File: config.mk
export PLATFORM = sky130hd
export DESIGN_NAME = sdcro_mem_flat
export DESIGN_NICKNAME = d
export VERILOG_FILES = /design/src/design/sdcro_pkg.sv /design/src/design/sdcro_if.sv /design/src/design/sdcro_mem.sv /design/src/flat_wrapper.sv
export SDC_FILE = /design/constraint.sdc
export NUM_CORES = 1
export LEC_CHECK = 0
export ABC_CLOCK_PERIOD_IN_PS = 3380
export BUFFER_PORTS_ARGS = -buffer_cell sky130_fd_sc_hd__buf_2
export CORE_UTILIZATION = 45
export DETAILED_ROUTE_END_ITERATION = 6
export SYNTH_ARGS = -nofsm -noshare
export SYNTH_HDL_FRONTEND = slang
export SYNTH_SLANG_ARGS = --single-unit
File: constraint.sdc
create_clock -name clock -period 3.38 [get_ports clock]
set_input_delay 0.169 -clock clock [delete_from_list [all_inputs] [get_ports clock]]
set_output_delay 0.169 -clock clock [all_outputs]
set_load 0.02 [all_outputs]
File: src/design/sdcro_pkg.sv
package sdcro_pkg;
	// Mode register bit selecting the power-down exit type
	localparam int SDCRO_MR_SLOW_BIT = 12;
	// Nominal termination field position in the extended mode register
	localparam int SDCRO_EMR_RTT_HI = 6;
	localparam int SDCRO_EMR_RTT_LO = 2;
	localparam int SDCRO_EMR_ODT_EN_BIT = 2;
	localparam int SDCRO_MA_BANK_SEL = 0;
	localparam int SDCRO_EMR_BANK_SEL = 1;
	// Clock and timing figures
	localparam int SDCRO_CLK_PERIOD_PS = 25000;
	localparam int SDCRO_TMOD_PS = 12000;
	localparam int SDCRO_TMOD_CYC = (SDCRO_TMOD_PS + SDCRO_CLK_PERIOD_PS - 1)
		/ SDCRO_CLK_PERIOD_PS;
	localparam int SDCRO_TANPD_CYC = 3;
	localparam int SDCRO_TAXPD_CYC = 8;
	localparam int SDCRO_TAOND_CYC = 2;
	localparam int SDCRO_TAOFD_CYC = 2;
	localparam int SDCRO_TAONPD_CYC = 1;
	localparam int SDCRO_TAOFPD_CYC = 1;
	localparam int SDCRO_TDELAY_CYC = 2;
	localparam int SDCRO_INIT_CYC = 16;
	localparam int SDCRO_CNT_W = 8;
	localparam logic [1:0] SDCRO_RTT_RESET = 2'h0;

	typedef enum logic [2:0] {
		SDCRO_CMD_NOP,
		SDCRO_CMD_DESEL,
		SDCRO_CMD_LOAD_MODE,
		SDCRO_CMD_ACTIVATE,
		SDCRO_CMD_PRECHARGE,
		SDCRO_CMD_READ,
		SDCRO_CMD_WRITE,
		SDCRO_CMD_REFRESH
	} sdcro_cmd_t;

	typedef enum logic [1:0] {
		SDCRO_PWR_ACTIVE,
		SDCRO_PWR_FAST_PD,
		SDCRO_PWR_SLOW_PD,
		SDCRO_PWR_PRE_PD
	} sdcro_pwr_t;
endpackage

File: src/design/sdcro_if.sv
`timescale 1ns/1ps
interface sdcro_if;
	logic ck_run;
	logic cke;
	logic odt;
	sdcro_pkg::sdcro_cmd_t cmd;
	logic [1:0] bank_sel;
	logic [15:0] addr;
	logic [7:0] dq;
	logic dq_valid;

	modport mem (
		input ck_run, cke, odt, cmd, bank_sel, addr,
		output dq, dq_valid
	);
	modport ctl (
		output ck_run, cke, odt, cmd, bank_sel, addr,
		input dq, dq_valid
	);
endinterface

File: src/design/sdcro_mem.sv
`timescale 1ns/1ps
module sdcro_mem
	import sdcro_pkg::*;
#(
	parameter int BURST_LEN = 4
) (
	input wire logic clock,
	input wire logic sys_rst,
	sdcro_if.mem link,
	output logic odt_on,
	output logic odt_async,
	output logic [1:0] rtt_sel,
	output logic in_reset,
	output logic [1:0] pwr_state
);
	logic cke_s1_r, cke_s2_r, cke_prev_r;
	logic odt_s1_r, odt_s2_r, odt_prev_r;
	logic in_reset_r;
	logic mr_slow_r, odt_en_r;
	logic [1:0] rtt_r, rtt_pend_r;
	logic [SDCRO_CNT_W-1:0] mod_cnt_r, since_pd_r, odt_cnt_r;
	logic [SDCRO_CNT_W-1:0] burst_r;
	logic row_open_r, was_in_pd_r, pend_on_r, pend_valid_r;
	logic odt_on_r, odt_async_r;
	logic [7:0] dq_r;
	logic dq_valid_r;
	sdcro_pwr_t pwr_r;
	logic cke_fall, cke_rise, odt_edge, sync_timing;

	// ----------------------------------------------------------------
	// Input synchronisers
	// ----------------------------------------------------------------
	always_ff @(posedge clock or posedge sys_rst) begin
		if (sys_rst) begin
			cke_s1_r <= 1'b0;
			cke_s2_r <= 1'b0;
			cke_prev_r <= 1'b0;
			odt_s1_r <= 1'b0;
			odt_s2_r <= 1'b0;
			odt_prev_r <= 1'b0;
		end else begin
			cke_s1_r <= link.cke;
			cke_s2_r <= cke_s1_r;
			cke_prev_r <= cke_s2_r;
			odt_s1_r <= link.odt;
			odt_s2_r <= odt_s1_r;
			odt_prev_r <= odt_s2_r;
		end
	end

	assign cke_fall = cke_prev_r && !cke_s2_r;
	assign cke_rise = !cke_prev_r && cke_s2_r;
	assign odt_edge = odt_prev_r != odt_s2_r;

	// ----------------------------------------------------------------
	// Reset state and mode registers
	// ----------------------------------------------------------------
	// CKE dropped mid-burst, or clocks stopped with CKE low, is a reset;
	// a power-down here always keeps the clocks running.
	// CKE, ck_run and burst_r all matter
	always_ff @(posedge clock or posedge sys_rst) begin
		if (sys_rst) begin
			in_reset_r <= 1'b1;
		end else if ((cke_fall && burst_r != '0)
			|| (!link.ck_run && !cke_s2_r)) begin
			in_reset_r <= 1'b1;
		end else if (in_reset_r && cke_s2_r && link.cmd == SDCRO_CMD_LOAD_MODE
			&& link.bank_sel == 2'(SDCRO_MA_BANK_SEL)) begin
			in_reset_r <= 1'b0;
		end
	end

	always_ff @(posedge clock or posedge sys_rst) begin
		if (sys_rst) begin
			mr_slow_r <= 1'b0;
			odt_en_r <= 1'b0;
			rtt_pend_r <= SDCRO_RTT_RESET;
		end else if (cke_s2_r && link.cmd == SDCRO_CMD_LOAD_MODE) begin
			if (link.bank_sel == 2'(SDCRO_MA_BANK_SEL)) begin
				mr_slow_r <= link.addr[SDCRO_MR_SLOW_BIT];
			end else if (link.bank_sel == 2'(SDCRO_EMR_BANK_SEL)
				&& !in_reset_r) begin
				rtt_pend_r <= {link.addr[SDCRO_EMR_RTT_HI],
					link.addr[SDCRO_EMR_RTT_LO]};
				odt_en_r <= (link.addr[SDCRO_EMR_RTT_HI] ||
					link.addr[SDCRO_EMR_RTT_LO]);
			end
		end else if (in_reset_r) begin
			odt_en_r <= 1'b0;
		end
	end

	always_ff @(posedge clock or posedge sys_rst) begin
		if (sys_rst) begin
			mod_cnt_r <= '0;
			rtt_r <= SDCRO_RTT_RESET;
		end else if (cke_s2_r && link.cmd == SDCRO_CMD_LOAD_MODE
			&& link.bank_sel == 2'(SDCRO_EMR_BANK_SEL) && !in_reset_r) begin
			mod_cnt_r <= SDCRO_CNT_W'(SDCRO_TMOD_CYC);
		end else if (mod_cnt_r != '0) begin
			mod_cnt_r <= mod_cnt_r - 1'b1;
			if (mod_cnt_r == SDCRO_CNT_W'(1)) begin
				rtt_r <= rtt_pend_r;
			end
		end
	end

	// ----------------------------------------------------------------
	// Power state tracking
	// ----------------------------------------------------------------
	always_ff @(posedge clock or posedge sys_rst) begin
		if (sys_rst) begin
			row_open_r <= 1'b0;
		end else if (in_reset_r) begin
			row_open_r <= 1'b0;
		end else if (cke_s2_r && link.cmd == SDCRO_CMD_ACTIVATE) begin
			row_open_r <= 1'b1;
		end else if (cke_s2_r && link.cmd == SDCRO_CMD_PRECHARGE) begin
			row_open_r <= 1'b0;
		end
	end

	always_ff @(posedge clock or posedge sys_rst) begin
		if (sys_rst) begin
			pwr_r <= SDCRO_PWR_ACTIVE;
			since_pd_r <= '0;
			was_in_pd_r <= 1'b0;
		end else begin
			if (cke_fall || cke_rise) begin
				since_pd_r <= '0;
			end else if (since_pd_r != '1) begin
				since_pd_r <= since_pd_r + 1'b1;
			end
			if (cke_fall) begin
				if (!row_open_r) begin
					pwr_r <= SDCRO_PWR_PRE_PD;
				end else if (mr_slow_r) begin
					pwr_r <= SDCRO_PWR_SLOW_PD;
				end else begin
					pwr_r <= SDCRO_PWR_FAST_PD;
				end
			end else if (cke_rise) begin
				was_in_pd_r <= (pwr_r != SDCRO_PWR_FAST_PD);
				pwr_r <= SDCRO_PWR_ACTIVE;
			end
		end
	end

	// ----------------------------------------------------------------
	// Termination timing category
	// ----------------------------------------------------------------
	always_comb begin
		sync_timing = 1'b1;
		if (pwr_r == SDCRO_PWR_SLOW_PD || pwr_r == SDCRO_PWR_PRE_PD) begin
			sync_timing = 1'b0;
			if (since_pd_r == '0) begin
				sync_timing = 1'b0;
			end
		end else if (cke_s2_r && was_in_pd_r &&
			since_pd_r < SDCRO_CNT_W'(SDCRO_TAXPD_CYC)) begin
			sync_timing = 1'b0;
		end else if (!cke_s2_r && pwr_r == SDCRO_PWR_FAST_PD) begin
			sync_timing = 1'b1;
		end
	end

	// Edges that land within tANPD before CKE falls are re-timed as async
	// once the entry is seen, since the future cannot be known here.
	always_ff @(posedge clock or posedge sys_rst) begin
		if (sys_rst) begin
			odt_cnt_r <= '0;
			pend_on_r <= 1'b0;
			pend_valid_r <= 1'b0;
			odt_on_r <= 1'b0;
			odt_async_r <= 1'b0;
		end else if (in_reset_r || !odt_en_r || mod_cnt_r != '0) begin
			odt_cnt_r <= '0;
			pend_valid_r <= 1'b0;
			odt_on_r <= 1'b0;
			odt_async_r <= 1'b0;
		end else if (odt_edge) begin
			pend_on_r <= odt_s2_r;
			pend_valid_r <= 1'b1;
			odt_async_r <= !sync_timing;
			if (sync_timing) begin
				odt_cnt_r <= SDCRO_CNT_W'(odt_s2_r ? SDCRO_TAOND_CYC
					: SDCRO_TAOFD_CYC);
			end else begin
				odt_cnt_r <= SDCRO_CNT_W'(odt_s2_r ? SDCRO_TAONPD_CYC
					: SDCRO_TAOFPD_CYC);
			end
		end else if (pend_valid_r) begin
			if (cke_fall && odt_cnt_r != '0
				&& SDCRO_CNT_W'(SDCRO_TANPD_CYC) > odt_cnt_r) begin
				odt_async_r <= 1'b1;
			end
			if (odt_cnt_r <= SDCRO_CNT_W'(1)) begin
				odt_on_r <= pend_on_r;
				pend_valid_r <= 1'b0;
				odt_cnt_r <= '0;
			end else begin
				odt_cnt_r <= odt_cnt_r - 1'b1;
			end
		end
	end

	// ----------------------------------------------------------------
	// Read burst model
	// ----------------------------------------------------------------
	// burst may finish late
	always_ff @(posedge clock or posedge sys_rst) begin
		if (sys_rst) begin
			burst_r <= '0;
			dq_r <= 8'h00;
			dq_valid_r <= 1'b0;
		end else if (cke_s2_r && !in_reset_r
			&& link.cmd == SDCRO_CMD_READ) begin
			burst_r <= SDCRO_CNT_W'(BURST_LEN);
			dq_r <= link.addr[7:0];
			dq_valid_r <= 1'b0;
		end else if (burst_r != '0 && cke_s2_r) begin
			burst_r <= burst_r - 1'b1;
			dq_r <= dq_r + 8'h01;
			dq_valid_r <= 1'b1;
		end else begin
			dq_valid_r <= 1'b0;
		end
	end

	assign link.dq = dq_r;
	assign link.dq_valid = dq_valid_r;
	assign odt_on = odt_on_r;
	assign odt_async = odt_async_r;
	assign rtt_sel = rtt_r;
	assign in_reset = in_reset_r;
	assign pwr_state = pwr_r;
endmodule

File: src/flat_wrapper.sv
// flat-port wrapper written by rule: the top's interface ports become plain ports
module sdcro_mem_flat import sdcro_pkg::*;
#(
	parameter int BURST_LEN = 4
)
  (clock, sys_rst, odt_on, odt_async, rtt_sel, in_reset, pwr_state, link_ck_run, link_cke, link_odt, link_cmd, link_bank_sel, link_addr, link_dq, link_dq_valid);
  sdcro_if link_i ();
  input wire logic clock;
  input wire logic sys_rst;
  output logic odt_on;
  output logic odt_async;
  output logic [1:0] rtt_sel;
  output logic in_reset;
  output logic [1:0] pwr_state;
  input wire logic [$bits(link_i.ck_run)-1:0] link_ck_run;
  input wire logic [$bits(link_i.cke)-1:0] link_cke;
  input wire logic [$bits(link_i.odt)-1:0] link_odt;
  input wire logic [$bits(link_i.cmd)-1:0] link_cmd;
  input wire logic [$bits(link_i.bank_sel)-1:0] link_bank_sel;
  input wire logic [$bits(link_i.addr)-1:0] link_addr;
  output wire logic [$bits(link_i.dq)-1:0] link_dq;
  output wire logic [$bits(link_i.dq_valid)-1:0] link_dq_valid;
  assign link_i.ck_run = link_ck_run;
  assign link_i.cke = link_cke;
  assign link_i.odt = link_odt;
  assign link_i.cmd = link_cmd;
  assign link_i.bank_sel = link_bank_sel;
  assign link_i.addr = link_addr;
  assign link_dq = link_i.dq;
  assign link_dq_valid = link_i.dq_valid;
  sdcro_mem #(.BURST_LEN(BURST_LEN)) u_core (.clock(clock), .sys_rst(sys_rst), .link(link_i), .odt_on(odt_on), .odt_async(odt_async), .rtt_sel(rtt_sel), .in_reset(in_reset), .pwr_state(pwr_state));
endmodule
==> Yosys cells after proc, flatten, opt, wreduce, memory -nomap -nowiden <==
Index checks and enable logic that the tools add are counted.
{ "classes": {"multipliers": 0, "reduce_logical": 55, "n_eq_ne": 14, "n_lt_le_gt_ge": 3, "div_mod_pow": 0, "muxes": 42, "bitwise": 4, "addsub": 5, "shift": 0} }
{ "ops": {"columns": ["op", "n"], "rows": [
  ["2-to-1 mux 8 bit", 12],
  ["2-to-1 mux 1 bit", 25],
  ["nonzero test 8 bit", 3],
  ["subtractor 8 x 1 -> 8 bit (second input constant)", 3],
  ["logical AND 1 bit", 20],
  ["adder 8 x 1 -> 8 bit (second input constant)", 2],
  ["nonzero test 2 bit", 8],
  ["AND reduction 3 bit", 4],
  ["2-to-1 mux 2 bit", 5],
  ["nonzero test 3 bit", 3],
  ["equality test 8 x 1 -> 1 bit (second input constant)", 1],
  ["> comparator 2 x 8 -> 1 bit (first input constant)", 1],
  ["<= comparator 8 x 1 -> 1 bit (second input constant)", 1],
  ["less-than comparator 8 x 4 -> 1 bit (second input constant)", 1],
  ["inequality test 8 bit (second input constant)", 1],
  ["AND reduction 2 bit", 4],
  ["equality test 3 x 2 -> 1 bit (second input constant)", 2],
  ["equality test 3 bit (second input constant)", 2],
  ["zero test 1 bit", 6],
  ["logical OR 1 bit", 6],
  ["inequality test 2 bit (second input constant)", 3],
  ["equality test 2 bit (second input constant)", 2],
  ["inverter 1 bit", 4],
  ["equality test 2 x 1 -> 1 bit (second input constant)", 1],
  ["3 further kinds", 3]
]} }
{ "word_totals": {"register_bits": 62, "ram_bits": 0, "out_inout_bits": 16, "word_cells": 147, "mem_bits_ro": 0, "latch_bits": 0, "memories": 0, "inputBits": 26} }

==> Logic depth before layout (Yosys ltp) <==
Gate-level depths: netlist of run 1.
{ "logic_depth": {"depth_word": 8, "mapped_depth": 8, "ltp_nobuf": 7} }

==> Worst setup path after synthesis of run 1 <==
No wires, ideal clock.
{ "synth_timing": {"path_kind": "reg2reg", "from": "register u_core.mod_cnt_r[0]", "to": "register u_core.odt_cnt_r[7]", "arrival_time_ns": 1.736, "synth_period_minus_slack_ns": 1.855, "setup_slack_ns": 1.525, "stages_incl_launch_ff": 8, "t_required_ns": 3.261, "setup_time_ns": 0.119, "path_buffers": 0, "path_cell_list": "dfrtp_1 > inv_1 > ha_1 > nor3b_2 > nand3_2 > o31ai_2 > nor4_1 > o21ba_2"} }
{ "synth_via": {"elab_chain_cells": 3, "elab_cells_between_ends": 4, "cone_classes": "mux: 1; reduce/logical: 3"} }
{ "synth_lines": {"columns": ["element", "line_no", "text"], "rows": [
  ["start: declaration", "sdcro_mem.sv:21", "logic [SDCRO_CNT_W-1:0] mod_cnt_r, since_pd_r, odt_cnt_r;"],
  ["start signal: assignment", "sdcro_mem.sv:99", "mod_cnt_r <= SDCRO_CNT_W'(SDCRO_TMOD_CYC);"],
  ["start signal: assignment", "sdcro_mem.sv:101", "mod_cnt_r <= mod_cnt_r - 1'b1;"],
  ["nonzero test 8 bit (*)", "sdcro_mem.sv:176", "end else if (in_reset_r || !odt_en_r || mod_cnt_r != '0) begin"],
  ["logical OR 1 bit (*)", "sdcro_mem.sv:176", null],
  ["nonzero test 3 bit (no line) or 2-to-1 mux 8 bit (tied branches)", null, null],
  ["end signal: assignment", "sdcro_mem.sv:186", "odt_cnt_r <= SDCRO_CNT_W'(odt_s2_r ? SDCRO_TAOND_CYC"],
  ["end signal: assignment", "sdcro_mem.sv:189", "odt_cnt_r <= SDCRO_CNT_W'(odt_s2_r ? SDCRO_TAONPD_CYC"],
  ["end signal: assignment", "sdcro_mem.sv:202", "odt_cnt_r <= odt_cnt_r - 1'b1;"],
  ["end: declaration", "sdcro_mem.sv:21", null]
]} }
Mark *: on every way between the ends. The rest lies on a longest branch, timed or not.
A chain may end at the register's enable or synchronous reset.

==> Worst setup path in the final report of run 1 <==
{ "layout_timing": {"from": "register u_core.cke_s2_r", "to": "register u_core.rtt_r[1], in the netlist u_core.rtt_sel[1]"} }
{ "layout_via": {"elab_chain_cells": 5} }
{ "layout_lines": {"columns": ["element", "line_no", "text"], "rows": [
  ["start: declaration", "sdcro_mem.sv:16", "logic cke_s1_r, cke_s2_r, cke_prev_r;"],
  ["start signal: assignment", "sdcro_mem.sv:43", "cke_s2_r <= cke_s1_r;"],
  ["logical AND 1 bit", "sdcro_mem.sv:97", "end else if (cke_s2_r && link.cmd == SDCRO_CMD_LOAD_MODE"],
  ["logical AND 1 bit (2 in series)", "sdcro_mem.sv:98", "&& link.bank_sel == 2'(SDCRO_EMR_BANK_SEL) && !in_reset_r) begin"],
  ["inverter 1 bit (no line)", null, null],
  ["AND reduction 3 bit (no line)", null, null],
  ["end signal: assignment", "sdcro_mem.sv:103", "rtt_r <= rtt_pend_r;"],
  ["end: declaration", "sdcro_mem.sv:20", "logic [1:0] rtt_r, rtt_pend_r;"]
]} }
Every way passes these cells.

==> results of run 1 <==
Yosys cell counts, drive strengths merged (4+ instances only):
cell    count
a21oi      16
nor4        4
a211oi      5
xnor2      12
and3        4
ha         12
mux2        5
nand3      11
nor4b       4
o21ai      17
xor2       15
nor3b       6
nand2b      4
nor3       10
dfrtp      61
nand2      22
inv        13
nor2       35
nand4       4
layout make-up:
cell class / count / area [sq um] / area share
multi-input combinational: 220 / 1470 / 0.408
tap: 77 / 96.3 / 0.0268
sequential: 62 / 1550 / 0.432
clock buffer: 13 / 159 / 0.0442
inverter: 13 / 48.8 / 0.0136
clock inverter: 3 / 42.5 / 0.0118
timing repair buffer: 41 / 230 / 0.0640
flip-flops by register name (all words and copies together) (netlist names), 2 cells and up:
signal,cells
u_core.burst_r,8
u_core.link.dq,8
u_core.mod_cnt_r,8
u_core.odt_cnt_r,8
u_core.pwr_state,2
u_core.rtt_pend_r,2
u_core.rtt_sel,2
u_core.since_pd_r,8
per-layer routing:
metal	wire, microns	global-route usage	vias up	part of all wire
met1	3140	0.272	1084	0.52
met2	2510	0.271	42	0.41
li1	-	-	1154	-
met5	0	0	-	0
met4	113	0.0924	0	0.019
met3	295	0.0486	10	0.049
final timing paths:
| check | cells past startpoint | from | end | slack [ps] |
|---|---|---|---|---|
| worst max register to register | 5 | u_core.cke_s2_r$_DFF_PP0_ | u_core.rtt_sel[1]$_DFFE_PP0P_ | 1250 |
| worst min register to register | 0 | u_core.odt_s1_r$_DFF_PP0_ | u_core.odt_s2_r$_DFF_PP0_ | 350 |
| worst min-delay path | 2 | sys_rst | u_core.mod_cnt_r[5]$_DFFE_PP0P_ | 30 |
| max in group asynchronous | 3 | sys_rst | u_core.in_reset$_DFFE_PP1P_ | 2490 |
| worst max-delay path | 5 | u_core.cke_s2_r$_DFF_PP0_ | u_core.rtt_sel[1]$_DFFE_PP0P_ | 1250 |
| min in group clock | 3 | link_addr[0] | u_core.link.dq[0]$_DFFE_PP0P_ | 30 |
power groups by stage:
stage / clock network, mW / registers [mW] / logic, mW
after CTS: 0.683 / 1.06 / 0.484
after global placement: 0 / 1.06 / 0.465
after global routing: 0.717 / 1.08 / 0.538
after detailed placement: 0 / 1.07 / 0.480
after floorplan: 0 / 1.10 / 0.288
final: 0.668 / 1.05 / 0.477
cell families after synthesis:
group | Yosys count
compound gates | 58
xor+xnor | 27
fa+ha+maj | 12
buf+inv | 18
flops | 62
mux | 6
simple gates | 117
metrics by stage:
stage          hold slack [ps]  utilization  std cells  total power, mW  worst slack [ps]
6_report                  29.3        0.554        429             2.20              1250
5_1_grt                   29.9        0.554        429             2.34              1060
4_1_cts                   19.4        0.554        429             2.22              1230
3_5_place_dp               281        0.518        410             1.55              1260
3_3_place_gp               276        0.518        410             1.53              1280
2_1_floorplan              200            -        300             1.39              1520
critical path, stage by stage, from the launching register on:
cell and delay (ps):
dfrtp_1 540, nand2_1 120, or4_4 450, nor3b_4 370, nand3b_1 200, mux2_2 340
layout by cell type, fill, tap and decap left out, types with 4 or more instances in the layout:
cell type / count
a211oi_1: 5
a21oi_1: 16
buf_2: 34
buf_4: 4
clkbuf_8: 11
dfrtp_1: 61
ha_1: 12
inv_1: 12
mux2_2: 5
nand2_1: 22
nand2b_1: 4
nand3_1: 10
nand4_1: 4
nor2_1: 34
nor3_1: 9
nor3b_1: 4
nor4b_1: 4
o21ai_0: 17
xnor2_1: 12
xor2_1: 15
==> impl_metrics.tcl, run 1 <==
set metrics [dict create \
    fmax_mhz 469 \
    skew_ps 8.29 \
    seq_area_frac_synth 0.502 \
    finalHoldViolations 0 \
    startpoint_type "flop" \
    worstPathRequired_ps 3600 \
    clockBufferDepth 2 \
    h-tree-depth 3 \
    post-route-period-util 0.631 \
    ys_top_cells_by_area "dfrtp_1, ha_1, xor2_1" \
    die_area_sq_um 7210 \
    cts_made_buffers 9 \
    antenna_left 0 \
    grt_pass1_wl_mm 10.7 \
    track_usage 0.191 \
    synth.top_cell.area_share 0.494 \
    syn_inst 300 \
    yosys_warnings 0 \
    area_growth_syn_to_layout_pct 16.3 \
    fp.dieW_microns 84.9 \
    place.gp.congestion 0.776 \
    cts_resized 0 \
    yosys.area_share.simple 0.210 \
    synthAdderAreaFrac 0.0485 \
    yosys_most_used_dff "dfrtp_1" \
    power_switching_mw 0.720 \
    cp-end-kind "flop" \
    drc_errors 0 \
    setup_tns_ps 0 \
    comb_power_share 0.217 \
    initial_utilization 0.476 \
    p_seq_frac 0.479 \
    hp-class "input pin to async pin" \
    p_sw_frac 0.327 \
    ios 42 \
    worstMarginPinSlew_ps 922 \
    clkTransAtPathRegs_ps 70 \
    p_per_area_nw_per_um2 612 \
    layout_min_cycle_time_ps 2130 \
    row_count 29 \
    avgSynthCellArea_sq_um 10.3 \
    drive_gt1_frac 0.205 \
    viasPerCell 5.34 \
    synth_top_family_by_area "simple AND/OR/NAND/NOR gates" \
    clkPwrFrac 0.304 \
    status "finished, final reports clean" \
    yosys.area_share.xor_xnor 0.0765 \
    drt_iter0_drc 88 \
    die_h_microns 84.9 \
    ir_worst_vdd_uv 318 \
    hpwl_mm 4.29 \
    routed_wl_mm 6.06 \
    ys_ff_latch 62 \
    cts_sinks 62 \
    slew_headroom 0.385 \
    ys_async_sr_fraction 1.00 \
    placed_cell_area_sq_um 3370 \
    fin_area_sq_um 3600 \
    cts_hold_buf 3 \
    vias 2290 \
    clk_root_buffer_cell "clkbuf_8" \
    setup_viol 0 \
    first_pass_iters 6 \
    fillers 598 \
    crit_fanout 10 \
    grt_max_degree 46 \
    grt_pass1_vias 2312 \
    synth_edf_count 0 \
    criticalPathCategory "flop to flop" \
    muxShareOfSynthArea 0.0214 \
    crit_arrival_ps 2360 \
    drv_slew 0 \
    rsz0062_at_grt "no" \
    yosys.area.top_type "dfrtp_1" \
    cts_tree "done" \
    grt.overflow.total 0 \
    core_area_sq_um 6490 \
    synth.distinct_cells 55 \
    p_int_mw 1.48 \
    clkLatencyLatePin_ps 340 \
    portBuffers 34 \
    fin_nets 385 \
    wl_per_cell_microns 14.1 \
    synth_nets 338 \
    p_leak_nw 1.59 \
    cts_setup_buffers 0 \
    drv_cap 0 \
    n_antenna_cell 0 \
    antenna_found_initial 0 \
    syn_area_sq_um 3090 \
    synth_compound_area_frac 0.119 \
]
Note: power is estimated with default switching activity, not from simulation.
==> inputs of run 2 (changes only) <==
--- a/config.mk
+++ b/config.mk
@@ -5,7 +5,8 @@
 export SDC_FILE = /design/constraint.sdc
 export NUM_CORES = 1
 export LEC_CHECK = 0
-export ABC_CLOCK_PERIOD_IN_PS = 3380
+export ABC_AREA = 1
+export ABC_CLOCK_PERIOD_IN_PS = 2000
 export BUFFER_PORTS_ARGS = -buffer_cell sky130_fd_sc_hd__buf_2
 export CORE_UTILIZATION = 45
 export DETAILED_ROUTE_END_ITERATION = 6
==> constraint.sdc (replaced) <==
create_clock -name clock -period 2 [get_ports clock]
set_input_delay 0.1 -clock clock [delete_from_list [all_inputs] [get_ports clock]]
set_output_delay 0.1 -clock clock [all_outputs]
set_load 0.02 [all_outputs]
==> run 2 against run 1 <==
Die area grew 7.7%. Critical path depth grew 4. Routed wire length rose by 10%. Final cell count up 32%. Largest power group unchanged.
==> impl_metrics.tcl, run 2 <==
set metrics [dict create \
    place.gp.congestion 0.815 \
    vias 2763 \
    p_leak_nw 2.02 \
    grt.overflow.total 0 \
    comb_power_share 0.250 \
    grt_pass1_vias 2687 \
    drv_cap 0 \
    worstMarginPinSlew_ps 563 \
    startpoint_type "flop" \
    clkTransAtPathRegs_ps 70 \
    fin_nets 501 \
    yosys_most_used_dff "dfrtp_1" \
    antenna_found_initial 0 \
    ys_top_cells_by_area "dfrtp_1, nand2_1, inv_1" \
    drc_errors 0 \
    fp.dieW_microns 88.1 \
    ir_worst_vdd_uv 677 \
    yosys.area.top_type "dfrtp_1" \
    utilization 0.548 \
    h-tree-depth 3 \
    post-route-period-util 0.852 \
    clk_root_buffer_cell "clkbuf_8" \
    finalPower_mw 3.94 \
    setup_viol 0 \
    cts_sinks 62 \
    drt_iter0_drc 103 \
    p_seq_frac 0.442 \
    clkLatencyLatePin_ps 340 \
    grt_pass1_wl_mm 11.8 \
    avgSynthCellArea_sq_um 8.16 \
    core_area_sq_um 7210 \
    yosysMostFrequentCell "nand2_1" \
    viasPerCell 4.87 \
    seq_area_frac_synth 0.465 \
    synth.distinct_cells 38 \
    die_h_microns 88.1 \
    final_common_cell "nand2_1" \
    worstPathRequired_ps 2220 \
    top_layer "met4" \
    routed_wl_mm 6.69 \
    n_antenna_cell 0 \
    max_stage_delay_ps 390 \
    drive_gt1_frac 0.173 \
    final_cell_mix "nand2_1, dfrtp_1, inv_1" \
    synth_edf_count 0 \
    skew_ps 14.8 \
    crit_path_top_delay_cell "dfrtp_1" \
    cts_made_buffers 9 \
    cp-end-kind "flop" \
    clkPwrFrac 0.308 \
    ys_async_sr_fraction 1.00 \
    criticalPathCategory "flop to flop" \
    die_area_sq_um 7760 \
    crit_arrival_ps 1930 \
    path_buf_inv 2 \
    power_switching_mw 1.31 \
    met1_length_mm 3.29 \
    synth_common_cells "nand2_1, dfrtp_1, inv_1, nor2_1, nand3_1" \
    crit_fanout 9 \
    p_sw_frac 0.333 \
    clockBufferDepth 2 \
    path_cells "inv_1 > ha_1 > nand2_4 > nor2_8 > nand3_1 > inv_1 > o21ai_0 > nor2_1 > nor2_1" \
    track_usage 0.198 \
    setup_tns_ps 0 \
    fmax_mhz 587 \
    cts_tree "done" \
    rsz0062_at_grt "no" \
    initial_utilization 0.462 \
    cp_top_family "simple AND/OR/NAND/NOR gates" \
    hpwl_mm 4.73 \
    first_pass_iters 4 \
    p_per_area_nw_per_um2 996 \
    met3_length_microns 296 \
    p_int_mw 2.62 \
    ys_ff_latch 62 \
    drv_slew 0 \
    layout_min_cycle_time_ps 1700 \
    portBuffers 34 \
    syn_area_sq_um 3340 \
    hp-class "input pin to flop" \
    syn_inst 409 \
    met2_length_mm 3.00 \
    yosys_warnings 0 \
    fillers 695 \
    row_count 31 \
    grt_max_degree 63 \
    wl_per_cell_microns 11.8 \
    ios 42 \
    antenna_left 0 \
    slew_headroom 0.621 \
    finalHoldViolations 0 \
    synth_nets 447 \
    status "finished, final reports clean" \
    synth.top_cell.area_share 0.458 \
    area_growth_syn_to_layout_pct 18.4 \
    holdWs_ps 13.3 \
]
## run 2: logic make-up after synthesis
kind of cell,Yosys count,share of synthesized area
compound gates,50,0.0870
simple gates,215,0.302
fa+ha+maj,12,0.0450
flops,62,0.465
xor+xnor,13,0.0341
buf+inv,57,0.0668
## run 2: repair_timing
item / in CTS / in global routing
gates resized for setup: 0 / 0
endpoints found under the hold margin: 69 / 0
hold buffers: 9 / 0
setup buffers: 0 / 0
## run 2: worst paths after layout
kind	startpoint	endpoint	slack, ps	cells past startpoint
min reg2reg	u_core.odt_s1_r$_DFF_PP0_	u_core.odt_s2_r$_DFF_PP0_	350	0
max reg2reg	u_core.mod_cnt_r[0]$_DFFE_PP0P_	u_core.odt_async$_DFFE_PP0P_	300	9
min	link_addr[6]	u_core.rtt_pend_r[1]$_DFFE_PP0P_	10	3
max in group asynchronous	sys_rst	u_core.in_reset$_DFFE_PP1P_	1310	4
max	u_core.mod_cnt_r[0]$_DFFE_PP0P_	u_core.odt_async$_DFFE_PP0P_	300	9
min in group asynchronous	sys_rst	u_core.odt_cnt_r[7]$_DFFE_PP0P_	370	4
## run 2: area by class of cell
class                           count  area [sq um]  area share
Timing Repair Buffer               46           295      0.0748
Tap cell                           99           124      0.0314
Sequential cell                    62          1550       0.393
Inverter                           54           203      0.0513
Clock buffer                       12           145      0.0367
Multi-Input combinational cell    290          1560       0.395
Clock inverter                      4          70.1      0.0177
## run 2: worst reg2reg max path: cells and delay by family, from the launching register on
kind / cells / cell delay (ps)
AOI/OAI and AO/OA: 1 / 100
adders and majority gates: 1 / 270
buffers and inverters: 2 / 260
DFF: 1 / 390
and+or+nand+nor: 5 / 570
## run 2: through the flow
step	instance area, sq um	instances	setup slack [ps]
2_1_floorplan	3340	409	360
6_report	3950	567	296
3_5_place_dp	3640	542	298
5_1_grt	3950	567	60.1
3_3_place_gp	3640	542	306
4_1_cts	3950	567	286
## run 2: per-layer routing
layer / vias up / track usage
met1: 1276 / 0.254
li1: 1426 / -
met2: 53 / 0.321
met3: 8 / 0.0443
met5: - / 0
met4: 0 / 0.0865
## run 2: power by group through the flow
stage / combinational, mW / clock [mW] / sequential (mW)
2_1_floorplan: 0.677 / 0 / 1.79
3_3_place_gp: 0.959 / 0 / 1.75
3_5_place_dp: 0.982 / 0 / 1.75
4_1_cts: 0.995 / 1.24 / 1.74
5_1_grt: 1.14 / 1.30 / 1.78
6_report: 0.984 / 1.21 / 1.74
